<file path="config.mk">
export PLATFORM = sky130hd
export DESIGN_NAME = pmc_power_mode_controller
export DESIGN_NICKNAME = d
export VERILOG_FILES = /design/src/rtl/pmc_pin_latch.v /design/src/rtl/pmc_power_mode_controller.v
export VERILOG_INCLUDE_DIRS = /design/src /design/src/rtl
export SDC_FILE = /design/constraint.sdc
export NUM_CORES = 1
export LEC_CHECK = 0
export ABC_AREA = 1
export BUFFER_PORTS_ARGS = -buffer_cell sky130_fd_sc_hd__buf_2
export CORE_MARGIN = 10
export CORE_UTILIZATION = 48
export DETAILED_ROUTE_END_ITERATION = 6
export PLACE_DENSITY = 0.82
export SLEW_MARGIN = 30
export SYNTH_ARGS = -nofsm -noshare
export SYNTH_HDL_FRONTEND = slang
export SYNTH_HIERARCHICAL = 1
export SYNTH_SLANG_ARGS = --single-unit
</file>
<file path="constraint.sdc">
create_clock -name clk -period 2.3 [get_ports clk]
set_clock_uncertainty 0.15 [all_clocks]
set_input_delay 0.345 -clock clk [delete_from_list [all_inputs] [get_ports clk]]
set_output_delay 0.345 -clock clk [all_outputs]
set_load 0.02 [all_outputs]
</file>
<file path="src/rtl/pmc_map.vh">
// constants for the power mode controller
`ifndef PMC_MAP_VH
`define PMC_MAP_VH
`define PMC_MODE_ACTIVE   3'h0
`define PMC_MODE_IDLE     3'h1
`define PMC_MODE_STANDBY  3'h2
`define PMC_MODE_SHUTDOWN 3'h3
`define PMC_MODE_RESET    3'h4
`define PMC_REQ_NONE      2'h0
`define PMC_REQ_IDLE      2'h1
`define PMC_REQ_STANDBY   2'h2
`define PMC_REQ_SHUTDOWN  2'h3
`define PMC_CAUSE_POR     2'h0
`define PMC_CAUSE_PIN     2'h1
`define PMC_CAUSE_WAKE    2'h2
`define PMC_HOLD_CYCLES   4'h4
`define PMC_RET_NONE      2'h0
`define PMC_RET_PARTIAL   2'h1
`define PMC_RET_FULL      2'h2
`define PMC_WAKE_SYNC_INIT 5'h10
`endif

</file>
<file path="src/rtl/pmc_pin_latch.v">
// io pin latch that holds pad values across low-power modes
`timescale 1ns/100ps
`default_nettype none
module pmc_pin_latch #(
  parameter WIDTH = 8
) (
  // clock and reset
  input  wire             clk,
  input  wire             rst,
  // control
  input  wire             holdEn,
  input  wire             clearEn,
  // data
  input  wire [WIDTH-1:0] padIn,
  output reg  [WIDTH-1:0] padOut
);
  reg [WIDTH-1:0] latch_r;

  // latch the last value before hold rises, clearEn releases it to reset value
  always @(posedge clk or posedge rst) begin
    if (rst) begin
      latch_r <= {WIDTH{1'b0}};
      padOut  <= {WIDTH{1'b0}};
    end else begin
      if (!holdEn)
        latch_r <= padIn;
      if (clearEn && !holdEn)
        latch_r <= {WIDTH{1'b0}};
      padOut <= holdEn ? latch_r : padIn;
    end
  end
endmodule // pmc_pin_latch
`default_nettype wire

</file>
<file path="src/rtl/pmc_power_mode_controller.v">
// power mode sequencer: mode state, clock gates, retention, wake and reset cause
`timescale 1ns/100ps
`default_nettype none
`include "pmc_map.vh"
module pmc_power_mode_controller #(
  parameter PERIPH_W = 8,
  parameter PIN_W    = 8
) (
  // clock and reset
  input  wire                clk,
  input  wire                rst,
  // software request, one-cycle pulse with mode code
  input  wire                modeReqValid,
  input  wire [1:0]          modeReqCode,
  // configuration from cpu side
  input  wire [PERIPH_W-1:0] periphEnable,
  input  wire                fastClkSelXtal,
  input  wire                slowClkSelXtal,
  input  wire [PIN_W-1:0]    shutdownWakeMask,
  input  wire                watchdogEnable,
  // wake sources, asynchronous to clk
  input  wire                irqAny,
  input  wire                rtcEvent,
  input  wire                pinEdgeWake,
  input  wire                monitorEvent,
  input  wire                resetPin_n,
  // io pads
  input  wire [PIN_W-1:0]    padIn,
  output wire [PIN_W-1:0]    padOut,
  // clock gates and oscillator enables
  output reg                 cpuClkEn,
  output reg                 memClkEn,
  output reg  [PERIPH_W-1:0] periphClkEn,
  output reg                 fastClkOn,
  output reg                 fastXtalEn,
  output reg                 fastRcEn,
  output reg                 slowClkOn,
  output reg                 slowXtalEn,
  output reg                 slowRcEn,
  // power and retention
  output reg                 aonPowered,
  output reg                 corePowered,
  output reg  [1:0]          retentionLevel,
  output reg                 cpuResume,
  output reg                 sysReset,
  output reg                 watchdogRun,
  // status
  output reg  [2:0]          modeState,
  output reg  [1:0]          resetCause
);
  // retention depth codes driven on retentionLevel
  localparam RET_NONE    = `PMC_RET_NONE;
  localparam RET_PARTIAL = `PMC_RET_PARTIAL;
  localparam RET_FULL    = `PMC_RET_FULL;

  // fast clock domain and cpu-side core are up only in active and idle
  function clockedMode;
    input [2:0] m;
    begin
      clockedMode = (m == `PMC_MODE_ACTIVE) || (m == `PMC_MODE_IDLE);
    end
  endfunction

  // low speed clock survives standby but not shutdown or a held reset
  function slowClockMode;
    input [2:0] m;
    begin
      slowClockMode = (m != `PMC_MODE_SHUTDOWN) && (m != `PMC_MODE_RESET);
    end
  endfunction

  // pads are frozen in standby and shutdown, but not in reset although the core domain is unpowered there
  function pinHoldMode;
    input [2:0] m;
    begin
      pinHoldMode = (m == `PMC_MODE_STANDBY) || (m == `PMC_MODE_SHUTDOWN);
    end
  endfunction

  // register retention depth per mode
  function [1:0] retentionOf;
    input [2:0] m;
    begin
      case (m)
        `PMC_MODE_ACTIVE:  retentionOf = RET_FULL;
        `PMC_MODE_IDLE:    retentionOf = RET_FULL;
        `PMC_MODE_STANDBY: retentionOf = RET_PARTIAL;
        default:           retentionOf = RET_NONE;
      endcase
    end
  endfunction

  // two-stage synchronisers; stage one read only by stage two
  reg [4:0]       wakeS1_r;
  reg [4:0]       wakeS2_r;
  // pad samples also feed the shutdown change detector
  reg [PIN_W-1:0] padS1_r;
  reg [PIN_W-1:0] padS2_r;
  reg [PIN_W-1:0] padRef_r;

  always @(posedge clk or posedge rst) begin
    if (rst) begin
      // reset pin idles high, so its stages start released
      wakeS1_r <= `PMC_WAKE_SYNC_INIT;
      wakeS2_r <= `PMC_WAKE_SYNC_INIT;
      padS1_r  <= {PIN_W{1'b0}};
      padS2_r  <= {PIN_W{1'b0}};
    end else begin
      wakeS1_r <= {resetPin_n, monitorEvent, pinEdgeWake, rtcEvent, irqAny};
      wakeS2_r <= wakeS1_r;
      padS1_r  <= padIn;
      padS2_r  <= padS1_r;
    end
  end

  // synchronised wake levels; reset pin turned active high here
  wire irqS    = wakeS2_r[0];
  wire rtcS    = wakeS2_r[1];
  wire pinS    = wakeS2_r[2];
  wire monS    = wakeS2_r[3];
  wire rstPinS = ~wakeS2_r[4];

  // any masked shutdown pin differing from its reference value
  wire shutPinChange = |((padS2_r ^ padRef_r) & shutdownWakeMask);

  // sequencer state; modeState shows mode_r one clock later
  reg [2:0] mode_r;
  reg [2:0] mode_nxt;
  reg [1:0] cause_r;
  reg [1:0] cause_nxt;
  reg [3:0] hold_r;
  reg [3:0] hold_nxt;
  reg       resume_r;
  reg       resume_nxt;
  reg       wdtEn_r;

  // mode sequencer; reset pin has priority in every mode
  always @* begin
    mode_nxt   = mode_r;
    cause_nxt  = cause_r;
    hold_nxt   = hold_r;
    resume_nxt = 1'b0;
    if (rstPinS) begin
      mode_nxt  = `PMC_MODE_RESET;
      cause_nxt = `PMC_CAUSE_PIN;
      // the hold count restarts for as long as the pin stays low
      hold_nxt  = `PMC_HOLD_CYCLES;
    end else begin
      case (mode_r)
        `PMC_MODE_ACTIVE: begin
          // requests count only while running
          if (modeReqValid) begin
            case (modeReqCode)
              `PMC_REQ_IDLE:     mode_nxt = `PMC_MODE_IDLE;
              `PMC_REQ_STANDBY:  mode_nxt = `PMC_MODE_STANDBY;
              `PMC_REQ_SHUTDOWN: mode_nxt = `PMC_MODE_SHUTDOWN;
              default:           mode_nxt = `PMC_MODE_ACTIVE;
            endcase
          end
        end
        `PMC_MODE_IDLE: begin
          // the cpu clock was only stopped, so no resume pulse is needed
          if (irqS)
            mode_nxt = `PMC_MODE_ACTIVE;
        end
        `PMC_MODE_STANDBY: begin
          // interrupts alone do not wake standby
          if (pinS || rtcS || monS) begin
            mode_nxt   = `PMC_MODE_ACTIVE;
            resume_nxt = 1'b1;
          end
        end
        `PMC_MODE_SHUTDOWN: begin
          // a masked pad that moved since entry restarts the device as a reset
          if (shutPinChange) begin
            mode_nxt  = `PMC_MODE_RESET;
            cause_nxt = `PMC_CAUSE_WAKE;
            hold_nxt  = `PMC_HOLD_CYCLES;
          end
        end
        `PMC_MODE_RESET: begin
          // a reset ends in a fresh boot, never a resume
          if (hold_r != 4'h0)
            hold_nxt = hold_r - 4'h1;
          else
            mode_nxt = `PMC_MODE_ACTIVE;
        end
        // an illegal code recovers through a clean boot
        default: mode_nxt = `PMC_MODE_RESET;
      endcase
    end
  end

  // mode state registers; a power-on reset boots through the hold count
  always @(posedge clk or posedge rst) begin
    if (rst) begin
      mode_r   <= `PMC_MODE_RESET;
      cause_r  <= `PMC_CAUSE_POR;
      hold_r   <= `PMC_HOLD_CYCLES;
      resume_r <= 1'b0;
    end else begin
      mode_r   <= mode_nxt;
      cause_r  <= cause_nxt;
      hold_r   <= hold_nxt;
      resume_r <= resume_nxt;
    end
  end

  // reference pad state taken on shutdown entry for change detection
  always @(posedge clk or posedge rst) begin
    if (rst) begin
      padRef_r <= {PIN_W{1'b0}};
    end else if (mode_r != `PMC_MODE_SHUTDOWN) begin
      padRef_r <= padS2_r;
    end
  end

  // watchdog enable is sticky: software cannot clear it, only reset or shutdown
  always @(posedge clk or posedge rst) begin
    if (rst) begin
      wdtEn_r <= 1'b0;
    end else if (mode_r == `PMC_MODE_RESET || mode_r == `PMC_MODE_SHUTDOWN) begin
      wdtEn_r <= 1'b0;
    end else if (watchdogEnable) begin
      wdtEn_r <= 1'b1;
    end
  end

  // pads freeze in standby and shutdown; reset releases the stale hold value
  wire holdPins  = pinHoldMode(mode_r);
  wire clearPins = (mode_r == `PMC_MODE_RESET);

  // pads pass through the sync pipeline, so padOut lags padIn by three clocks
  pmc_pin_latch #(
    .WIDTH (PIN_W)
  ) uPinLatch (
    .clk     (clk),
    .rst     (rst),
    .holdEn  (holdPins),
    .clearEn (clearPins),
    .padIn   (padS2_r),
    .padOut  (padOut)
  );

  // next values of the registered outputs, decoded from the settled mode except cpuResume and resetCause
  reg                cpuClkEn_nxt;
  reg                memClkEn_nxt;
  reg [PERIPH_W-1:0] periphClkEn_nxt;
  reg                fastClkOn_nxt;
  reg                fastXtalEn_nxt;
  reg                fastRcEn_nxt;
  reg                slowClkOn_nxt;
  reg                slowXtalEn_nxt;
  reg                slowRcEn_nxt;
  reg                aonPowered_nxt;
  reg                corePowered_nxt;
  reg [1:0]          retentionLevel_nxt;
  reg                cpuResume_nxt;
  reg                sysReset_nxt;
  reg                watchdogRun_nxt;
  reg [2:0]          modeState_nxt;
  reg [1:0]          resetCause_nxt;

  always @* begin
    cpuClkEn_nxt       = (mode_r == `PMC_MODE_ACTIVE);
    memClkEn_nxt       = (mode_r == `PMC_MODE_ACTIVE);
    periphClkEn_nxt    = clockedMode(mode_r) ? periphEnable : {PERIPH_W{1'b0}};
    fastClkOn_nxt      = clockedMode(mode_r);
    fastXtalEn_nxt     = clockedMode(mode_r) && fastClkSelXtal;
    fastRcEn_nxt       = clockedMode(mode_r) && !fastClkSelXtal;
    slowClkOn_nxt      = slowClockMode(mode_r);
    slowXtalEn_nxt     = slowClockMode(mode_r) && slowClkSelXtal;
    slowRcEn_nxt       = slowClockMode(mode_r) && !slowClkSelXtal;
    aonPowered_nxt     = (mode_r != `PMC_MODE_SHUTDOWN);
    corePowered_nxt    = clockedMode(mode_r);
    retentionLevel_nxt = retentionOf(mode_r);
    cpuResume_nxt      = resume_r;
    sysReset_nxt       = (mode_r == `PMC_MODE_RESET);
    watchdogRun_nxt    = wdtEn_r && clockedMode(mode_r);
    modeState_nxt      = mode_r;
    resetCause_nxt     = cause_r;
  end

  // every output moves on the same edge, one clock after the mode register, except watchdogRun, which rises two clocks after it out of reset
  // registered decode of the current mode
  always @(posedge clk or posedge rst) begin
    if (rst) begin
      cpuClkEn       <= 1'b0;
      memClkEn       <= 1'b0;
      periphClkEn    <= {PERIPH_W{1'b0}};
      fastClkOn      <= 1'b0;
      fastXtalEn     <= 1'b0;
      fastRcEn       <= 1'b0;
      slowClkOn      <= 1'b0;
      slowXtalEn     <= 1'b0;
      slowRcEn       <= 1'b0;
      aonPowered     <= 1'b0;
      corePowered    <= 1'b0;
      retentionLevel <= RET_NONE;
      cpuResume      <= 1'b0;
      sysReset       <= 1'b1;
      watchdogRun    <= 1'b0;
      modeState      <= `PMC_MODE_RESET;
      resetCause     <= `PMC_CAUSE_POR;
    end else begin
      cpuClkEn       <= cpuClkEn_nxt;
      memClkEn       <= memClkEn_nxt;
      periphClkEn    <= periphClkEn_nxt;
      fastClkOn      <= fastClkOn_nxt;
      fastXtalEn     <= fastXtalEn_nxt;
      fastRcEn       <= fastRcEn_nxt;
      slowClkOn      <= slowClkOn_nxt;
      slowXtalEn     <= slowXtalEn_nxt;
      slowRcEn       <= slowRcEn_nxt;
      aonPowered     <= aonPowered_nxt;
      corePowered    <= corePowered_nxt;
      retentionLevel <= retentionLevel_nxt;
      cpuResume      <= cpuResume_nxt;
      sysReset       <= sysReset_nxt;
      watchdogRun    <= watchdogRun_nxt;
      modeState      <= modeState_nxt;
      resetCause     <= resetCause_nxt;
    end
  end
endmodule // pmc_power_mode_controller
`default_nettype wire
</file>
After elaboration in Yosys (flattened, before gate mapping). Cells that the tools add are included.

Bits in registers: 87. Input port bits: 37. Output and inout bits: 36.

Equal/unequal tests: 18. Multiplexer cells: 24. Reductions and logical operators: 23. $add $sub $neg: 1. Bitwise operators: 2.

Operator list (number): $mux 8 (3); $mux 3 (6); $ne 3x3->1 const B (6); $pmux 3 s5 (1); $mux 4 (3); $and 8x8->8 (1); $pmux 4 s2 (1); $reduce_or 8->1 (1); $xor 8x8->8 (1); $logic_and 1x1->1 (7); $eq 3x2->1 const B (2); $mux 2 (3); $ne 3x2->1 const B (2); $pmux 2 s3 (1); $logic_or 1x1->1 (5); $mux 1 (5); $reduce_and 5->1 (1); $eq 2x2->1 const B (2); $ne 2x1->1 const B (2); $pmux 2 s2 (1); $reduce_bool 4->1 (1); $sub 4x1->4 const B (1); $eq 3x1->1 const B (1); $eq 3x3->1 const B (1); 8 further kinds (10).

Longest topological paths before layout. Gate-level depths: netlist (run 1).

Depth in word-level cells: 6. Depth in mapped cells: 9. Depth with buffers taken out: 9.

Cells and area by module. The synthesis (run 1) kept the hierarchy.

Modules (own cells, without submodules): pmc_power_mode_controller (times used 1, cells each 250, area an instance 2608.8 um^2); pmc_pin_latch (times used 1, cells each 77, area an instance 654.4 um^2).

Least setup slack after synthesis (run 1). Ideal clock, no wire load.

Kind: flip-flop to flip-flop. Start: register mode_r[2] (netlist: clockedMode.m[2]). End: register hold_r[3]. Slack: 774 ps. Arrival: 1260 ps. Period minus slack after synthesis: 1526 ps. Library setup time: 117 ps. Path buffers: 0. Cell stages (with the launch flop): 8. Cells stage by stage: dfstp_2 -> inv_2 -> nor2_8 -> inv_4 -> a31oi_4 -> nand2_2 -> nand2_1 -> nand2_1.

Longest elaborated chain between the ends: 3. Elaborated cells between the ends (all ways): 8. Those cells by class: eq/ne: 5; mux: 2; reduce/logical: 1.

RTL lines: start, declared (RTL line pmc_power_mode_controller.v:127) `reg [2:0] mode_r;`; start signal, assigned (RTL line pmc_power_mode_controller.v:197) `` mode_r <= `PMC_MODE_RESET; ``; start signal, assigned (RTL line pmc_power_mode_controller.v:202) `mode_r <= mode_nxt;`; $eq 3x3->1 *; via clearPins (RTL line pmc_power_mode_controller.v:231) `` wire clearPins = (mode_r == `PMC_MODE_RESET); ``; $ne 3x2->1 (no line), or another cell as far along; $reduce_and 3->1 (no line) or $mux 4 (tied branches); end signal, assigned (RTL line pmc_power_mode_controller.v:199) `` hold_r <= `PMC_HOLD_CYCLES; ``; end signal, assigned (RTL line pmc_power_mode_controller.v:204) `hold_r <= hold_nxt;`; end, declared (RTL line pmc_power_mode_controller.v:131) `reg [3:0] hold_r;`.

The timed path passes the listed nets; every way through them passes the cells marked *. A chain may end at the register's enable or synchronous reset.

Final worst setup path (run 1).
Start: register wakeS2_r[4]. End: register hold_r[2].

Longest elaborated chain between the ends: 2. Elaborated cells between the ends (all ways): 5. Those cells by class: eq/ne: 3; mux: 1; reduce/logical: 1.

RTL lines: start, declared (RTL line pmc_power_mode_controller.v:95) `reg [4:0] wakeS2_r;`; start signal, assigned (RTL line pmc_power_mode_controller.v:105) `` wakeS2_r <= `PMC_WAKE_SYNC_INIT; ``; start signal, assigned (RTL line pmc_power_mode_controller.v:110) `wakeS2_r <= wakeS1_r;`; $ne 3x2->1 (no line), or another cell as far along; $reduce_and 3->1 (no line).

Several ways; a longest one is shown, not always the timed one.

==> results of run 1 <==
-- power by group through the flow --
stage / clock (W) / sequential [W] / combinational [W]
after floorplan: 0 / 0.00223 / 0.000677
after global placement: 0 / 0.00202 / 0.00121
after detailed placement: 0 / 0.00203 / 0.00125
after CTS: 0.00100 / 0.00200 / 0.00127
after global routing: 0.00108 / 0.00204 / 0.00140
final: 0.000979 / 0.00200 / 0.00126
-- area by class of cell --
| type | instances | share of cell area (%) |
|---|---|---|
| timing repair buffer | 90 | 13.6 |
| clock buffer | 10 | 3.16 |
| multi-input combinational | 169 | 19.4 |
| clock inverter | 5 | 1.24 |
| sequential | 87 | 54.0 |
| tap | 77 | 2.38 |
| inverter | 65 | 6.22 |
-- worst reg2reg max path, cell delays in order, from the launching register on --
cell and delay [ps]:
dfstp_2 650, o21ai_0 130, nor2_1 230, nand4_4 190
nand2_2 140, nand2_1 70, nand2_1 60
-- cell families after synthesis --
family                     count (synthesis)  share of synthesized area, %
xor gates and xnor gates                   2                         0.537
DFF                                       87                          66.9
and+or+nand+nor                          152                          20.5
buffers and inverters                     71                          8.97
AOI/OAI and AO/OA                         14                          2.65
adders and majority gates                  1                         0.383
-- path summary, 6_finish.rpt --
path                                 startpoint             end  depth (start not counted)
worst max-delay path                wakeS2_r[4]       hold_r[2]                          6
worst min-delay path            periphEnable[4]  periphClkEn[4]                          3
worst max register to register      wakeS2_r[4]       hold_r[2]                          6
worst min register to register       padS1_r[6]      padS2_r[6]                          0
max in group asynchronous                   rst     wakeS1_r[4]                          4
min in group asynchronous                   rst      aonPowered                          3
-- cell usage in the layout (no fill, tap or decap), types with 6 or more instances in the layout --
cell type      Yosys  layout
buf_2              0      72
clkbuf_8           0       9
dfrtp_1           81      81
dfstp_2            6       6
dlygate4sd3_1      0      16
inv_1             59      58
nand2_1           77      77
nand3_1           20      20
nor2_1            42      42
o21ai_0           10      10
-- sequential cells by signal, summed over array words and instances, names as in the netlist, 3 cells and up --
signal and cells:
clockedMode.m 3, periphClkEn 8, wakeS2_r 5, uPinLatch/padOut 8, wakeS1_r 5, uPinLatch/latch_r 8
hold_r 4, padS2_r 8, modeState 3, padS1_r 8, padRef_r 8
-- stage by stage --
| step | total power (W) | setup slack, ps | instances | area [sq um] | hold slack (ps) |
|---|---|---|---|---|---|
| global placement | 0.00322 | 722 | 472 | 3710 | 182 |
| floorplan | 0.00290 | 18.4 | 327 | 3260 | 109 |
| finish | 0.00424 | 634 | 503 | 4040 | 44.6 |
| detailed placement | 0.00328 | 645 | 472 | 3710 | 185 |
| CTS | 0.00428 | 636 | 503 | 4040 | 33.4 |
| global route | 0.00452 | 454 | 503 | 4040 | 20.5 |
-- metal layers --
layer  vias up  share of wire, %  wire length (um)
met3         9               8.4               561
met4         0               1.4                96
li1       1150                 -                 -
met2        76                48              3210
met5         -                 0                 0
met1      1059                42              2800
-- repair_timing --
action / in CTS / in global routing
endpoints found under the setup margin: 0 / 0
hold buffers: 16 / 0
endpoints found under the hold margin: 51 / 0
==> metrics.txt, run 1 <==
chip height=102 um; Iteration-0 DRC Markers=145; VDD IR max=480 uV; Syn Inst Count=327; EDFF count, synth=0; Synth top area share=62.1%; Post-Syn Nets=365; vias in the first global route=2416; CP max stage delay=650 ps; DR vias=2294; crit path max-delay cell type=dfstp_2; register area=2180 sq um; n_diodes=0; MaxCap Viol Count=0; Layout Utilization=62.6%; synth cell count leaders=dfrtp_1, nand2_1, inv_1, nor2_1, nand3_1; power share of the clock group=23.1%; total clock sinks=87; Syn. warnings=6; Critical path buffers and inverters=0; Setup crit start kind=flop; part of the power in registers=47.2%; Int Pwr=0.00276 W; GR Layer Usage met3=6.21%; Remaining Overflow, GRT=0; CTS tree=yes; critical path type=reg2reg; Worst Hold Class=in2reg; Die X=102 um; most numerous cell in the Yosys netlist=dfrtp_1; Clock Pin Slew Worst Setup and Hold Paths=80 ps; Initial Util=50.5%; Top FF cell, synth=dfrtp_1; FP Rows=29; TritonCTS Buffers=9; Clock Latency Late Sink=350 ps; CP cell instances=o21ai_0 -> nor2_1 -> nand4_4 -> nand2_2 -> nand2_1 -> nand2_1; GR Util met2=22.0%; cts repair resizes=0; setup tns final=0 ps; Final Max Tran Viols=0; synth top area cells=dfrtp_1, nand2_1, inv_1; Synth async-reset ratio=100%; R2R Setup Slk=630 ps; most used cell, CP=nand2_1; clk buf depth=2; Syn Area/Cell=9.98 sq um; Post-CTS Setup Bufs=0; met1 Use GR=15.6%; fillers=543; Sw Share=34.8%; drt pass-1 iters=6; sequential element share of the synthesized area=66.9%; Port Buffers=72; total I/O pin count=73; layout cells sized above 1=26.5%; DRC viols=0; Top Family by Delay on Critical Path=simple AND/OR/NAND/NOR gates; CP arrival=1810 ps; status=completed; full die area=10500 sq um; Worst Setup End Kind=flop; H-tree depth=3; NetSw=0.00148 W; routed len/inst=13.3 um; Setup violations, final=0; Multi-input gate area=786 sq um; first-pass GRT wire length=11100 um; total global-route track usage=13.7%; cell taking the most area after synthesis=dfrtp_1; Hold Fails Final Rpt=0; drt total wl=6670 um; f_max=0.600 GHz; Area Overhead vs Synth=23.9%; antenna violations before repair=0; busiest grt layer=met2; Routability Congestion=0.885; CORE AREA=6460 sq um; Synth Register Bits=87; period utilization=72.4%; pwr/cell area=1050 nW/um^2; logic gate share of total power=29.7%; synth unique cells=26; Max-slew headroom=59.7%; Max Fanout on Critical Path=10; Req. time, crit path=2440 ps; Post-DP HPWL=4820 um; leakage=2.27 nW; mapped cell area=3260 sq um; unrepaired setup endpoints after global routing=no; fin nets=460; largest net degree at the start of global routing=48; measured slew at the worst slew-check pin=603 ps; Via-to-Cell Ratio=4.56; Period minus WS final=1670 ps; Routed Antenna Nets=0; root buffer cell=clkbuf_8
Power figures use the tool's default switching activity.
==> run 2: changes to the inputs <==
==> constraint.sdc (replaced) <==
create_clock -name clk -period 1.5 [get_ports clk]
set_clock_uncertainty 0.15 [all_clocks]
set_input_delay 0.225 -clock clk [delete_from_list [all_inputs] [get_ports clk]]
set_output_delay 0.225 -clock clk [all_outputs]
set_load 0.02 [all_outputs]
==> metrics.txt, run 2 (synthesis results as in run 1) <==
status=finished, violations left; failing checks=negative setup slack; H-tree depth=3 (unchanged); fillers=468 (-14%); Period minus WS final=1520 ps (-151 ps); period utilization=101% (+29 points); Critical path buffers and inverters=2 (+2); Remaining Overflow, GRT=0 (unchanged); CP arrival=1610 ps (-200 ps); drt pass-1 iters=4 (-2); HP Start=modeReqCode[1]; CP cell instances=inv_2 -> nor2_8 -> inv_4 -> a31oi_4 -> nand2_4 -> nand2_2 -> nand2_1; setup tns final=-22.5 ps (-22.5 ps); largest net degree at the start of global routing=72 (+50%); Hold Fails Final Rpt=0 (unchanged); Worst Hold Class=in2reg; clk buf depth=2 (unchanged); CTS tree=yes; Max-slew headroom=61.9% (+2.2 points); total I/O pin count=73 (unchanged); Iteration-0 DRC Markers=146 (+0.69%); Clock Latency Late Sink=350 ps (about the same); pwr/cell area=1650 nW/um^2 (+58%); Initial Util=50.5% (unchanged); root buffer cell=clkbuf_8; worst setup path start=clockedMode.m[2]; Die X=102 um (unchanged); FP Rows=29 (unchanged); Setup crit start kind=flop; vias in the first global route=2558 (+5.9%); slack of the critical path=-15.1 ps (-649 ps); Via-to-Cell Ratio=4.68 (+2.6%); CORE AREA=6460 sq um (unchanged); leakage=2.43 nW (+7.1%); Max Fanout on Critical Path=5 (-5); DRC viols=0 (unchanged); CP max stage delay=570 ps (-80 ps); total clock sinks=87 (unchanged); Routed Antenna Nets=0 (unchanged); Critical R2R Launch=clockedMode.m[2]; fin nets=487 (+5.9%); Top Family by Delay on Critical Path=flip-flops; n_diodes=0 (unchanged); commonest cells after routing, fill and taps aside=dfrtp_1, nand2_1, buf_2; total global-route track usage=14.6% (+0.88 points); antenna violations before repair=0 (unchanged); routed len/inst=13.8 um (+4.0%); full die area=10500 sq um (unchanged); TritonCTS Buffers=9 (unchanged); Worst Setup End Kind=flop; Routability Congestion=0.889 (+0.44%); MaxCap Viol Count=0 (unchanged); chip height=102 um (unchanged); drt total wl=7310 um (+9.7%); crit path max-delay cell type=dfstp_2; Area Overhead vs Synth=37.0%; DR vias=2485 (+8.3%); Setup violations, final=3 (+3); Clock Pin Slew Worst Setup and Hold Paths=90 ps (about the same); Req. time, crit path=1600 ps (-840 ps); VDD IR max=912 uV (+90%); Final Max Tran Viols=0 (unchanged); critical path type=reg2reg; PnR Total Power=0.00740 W (+74%); f_max=0.660 GHz (+10%); most common cell after layout, fill and taps aside=dfrtp_1; Post-DP HPWL=4900 um (+1.6%); first-pass GRT wire length=11800 um (+6.2%); layout cells sized above 1=33.9% (+7.4 points); measured slew at the worst slew-check pin=571 ps (-32.8 ps); Port Buffers=72 (unchanged); unrepaired setup endpoints after global routing=yes
-- run 2: metal layers --
layer  GRT usage, %  share of wire [%]  vias up
met5              0                  0        -
met4           8.68                3.3        0
met3           5.53                9.3       21
met2           23.9                 49      104
met1           15.8                 39     1148
li1               -                  -     1212
-- run 2: cell type report --
cell class	count	area [sq um]	area share [%]
Sequential cell	87	2180	48.9
Clock inverter	5	104	2.32
Multi-Input combinational cell	170	901	20.2
Timing Repair Buffer	116	778	17.4
Tap cell	77	96.3	2.16
Inverter	65	264	5.91
Clock buffer	11	141	3.16
-- run 2: final timing paths --
kind                                   endpoint  slack (ps)  cells after the start
min                            clockedMode.m[1]          50                      5
min reg2reg                         wakeS2_r[0]         200                      0
max reg2reg                           hold_r[0]         -20                      7
max in group asynchronous   uPinLatch/padOut[1]         470                      3
min in group asynchronous  uPinLatch/latch_r[3]         350                      3
max                                   hold_r[0]         -20                      7
-- run 2: worst min-delay path, delay by kind of cell --
family        cells  cell delay (ps)
simple gates      4              190
buf+inv           1              100
-- run 2: power by group --
part	internal (W)	switching, W
registers	0.00285	0.000178
clock network	0.00116	0.000782
logic	0.000917	0.00151
total	0.00493	0.00247
-- run 2: stage by stage --
step | area [sq um] | setup WS (ps) | std cells | utilization, % | hold WS (ps)
2_1_floorplan | 3270 | 13.2 | 327 | - | -11.3
3_5_place_dp | 3780 | -66.4 | 482 | 58.6 | 183
6_report | 4470 | -15.1 | 531 | 69.2 | 52.5
4_1_cts | 4370 | -6.82 | 529 | 67.7 | 40.6
3_3_place_gp | 3780 | 12.2 | 482 | 58.6 | 180
5_1_grt | 4470 | -80.6 | 531 | 69.2 | 64.7
-- run 2: repair_timing --
item	in CTS	in global routing
pin swaps	4	16
hold endpoints to repair	107	0
cloned	1	0
hold buffers	25	0
endpoints found under the setup margin	9	31
resized for setup	10	22
buffers inserted	5	2
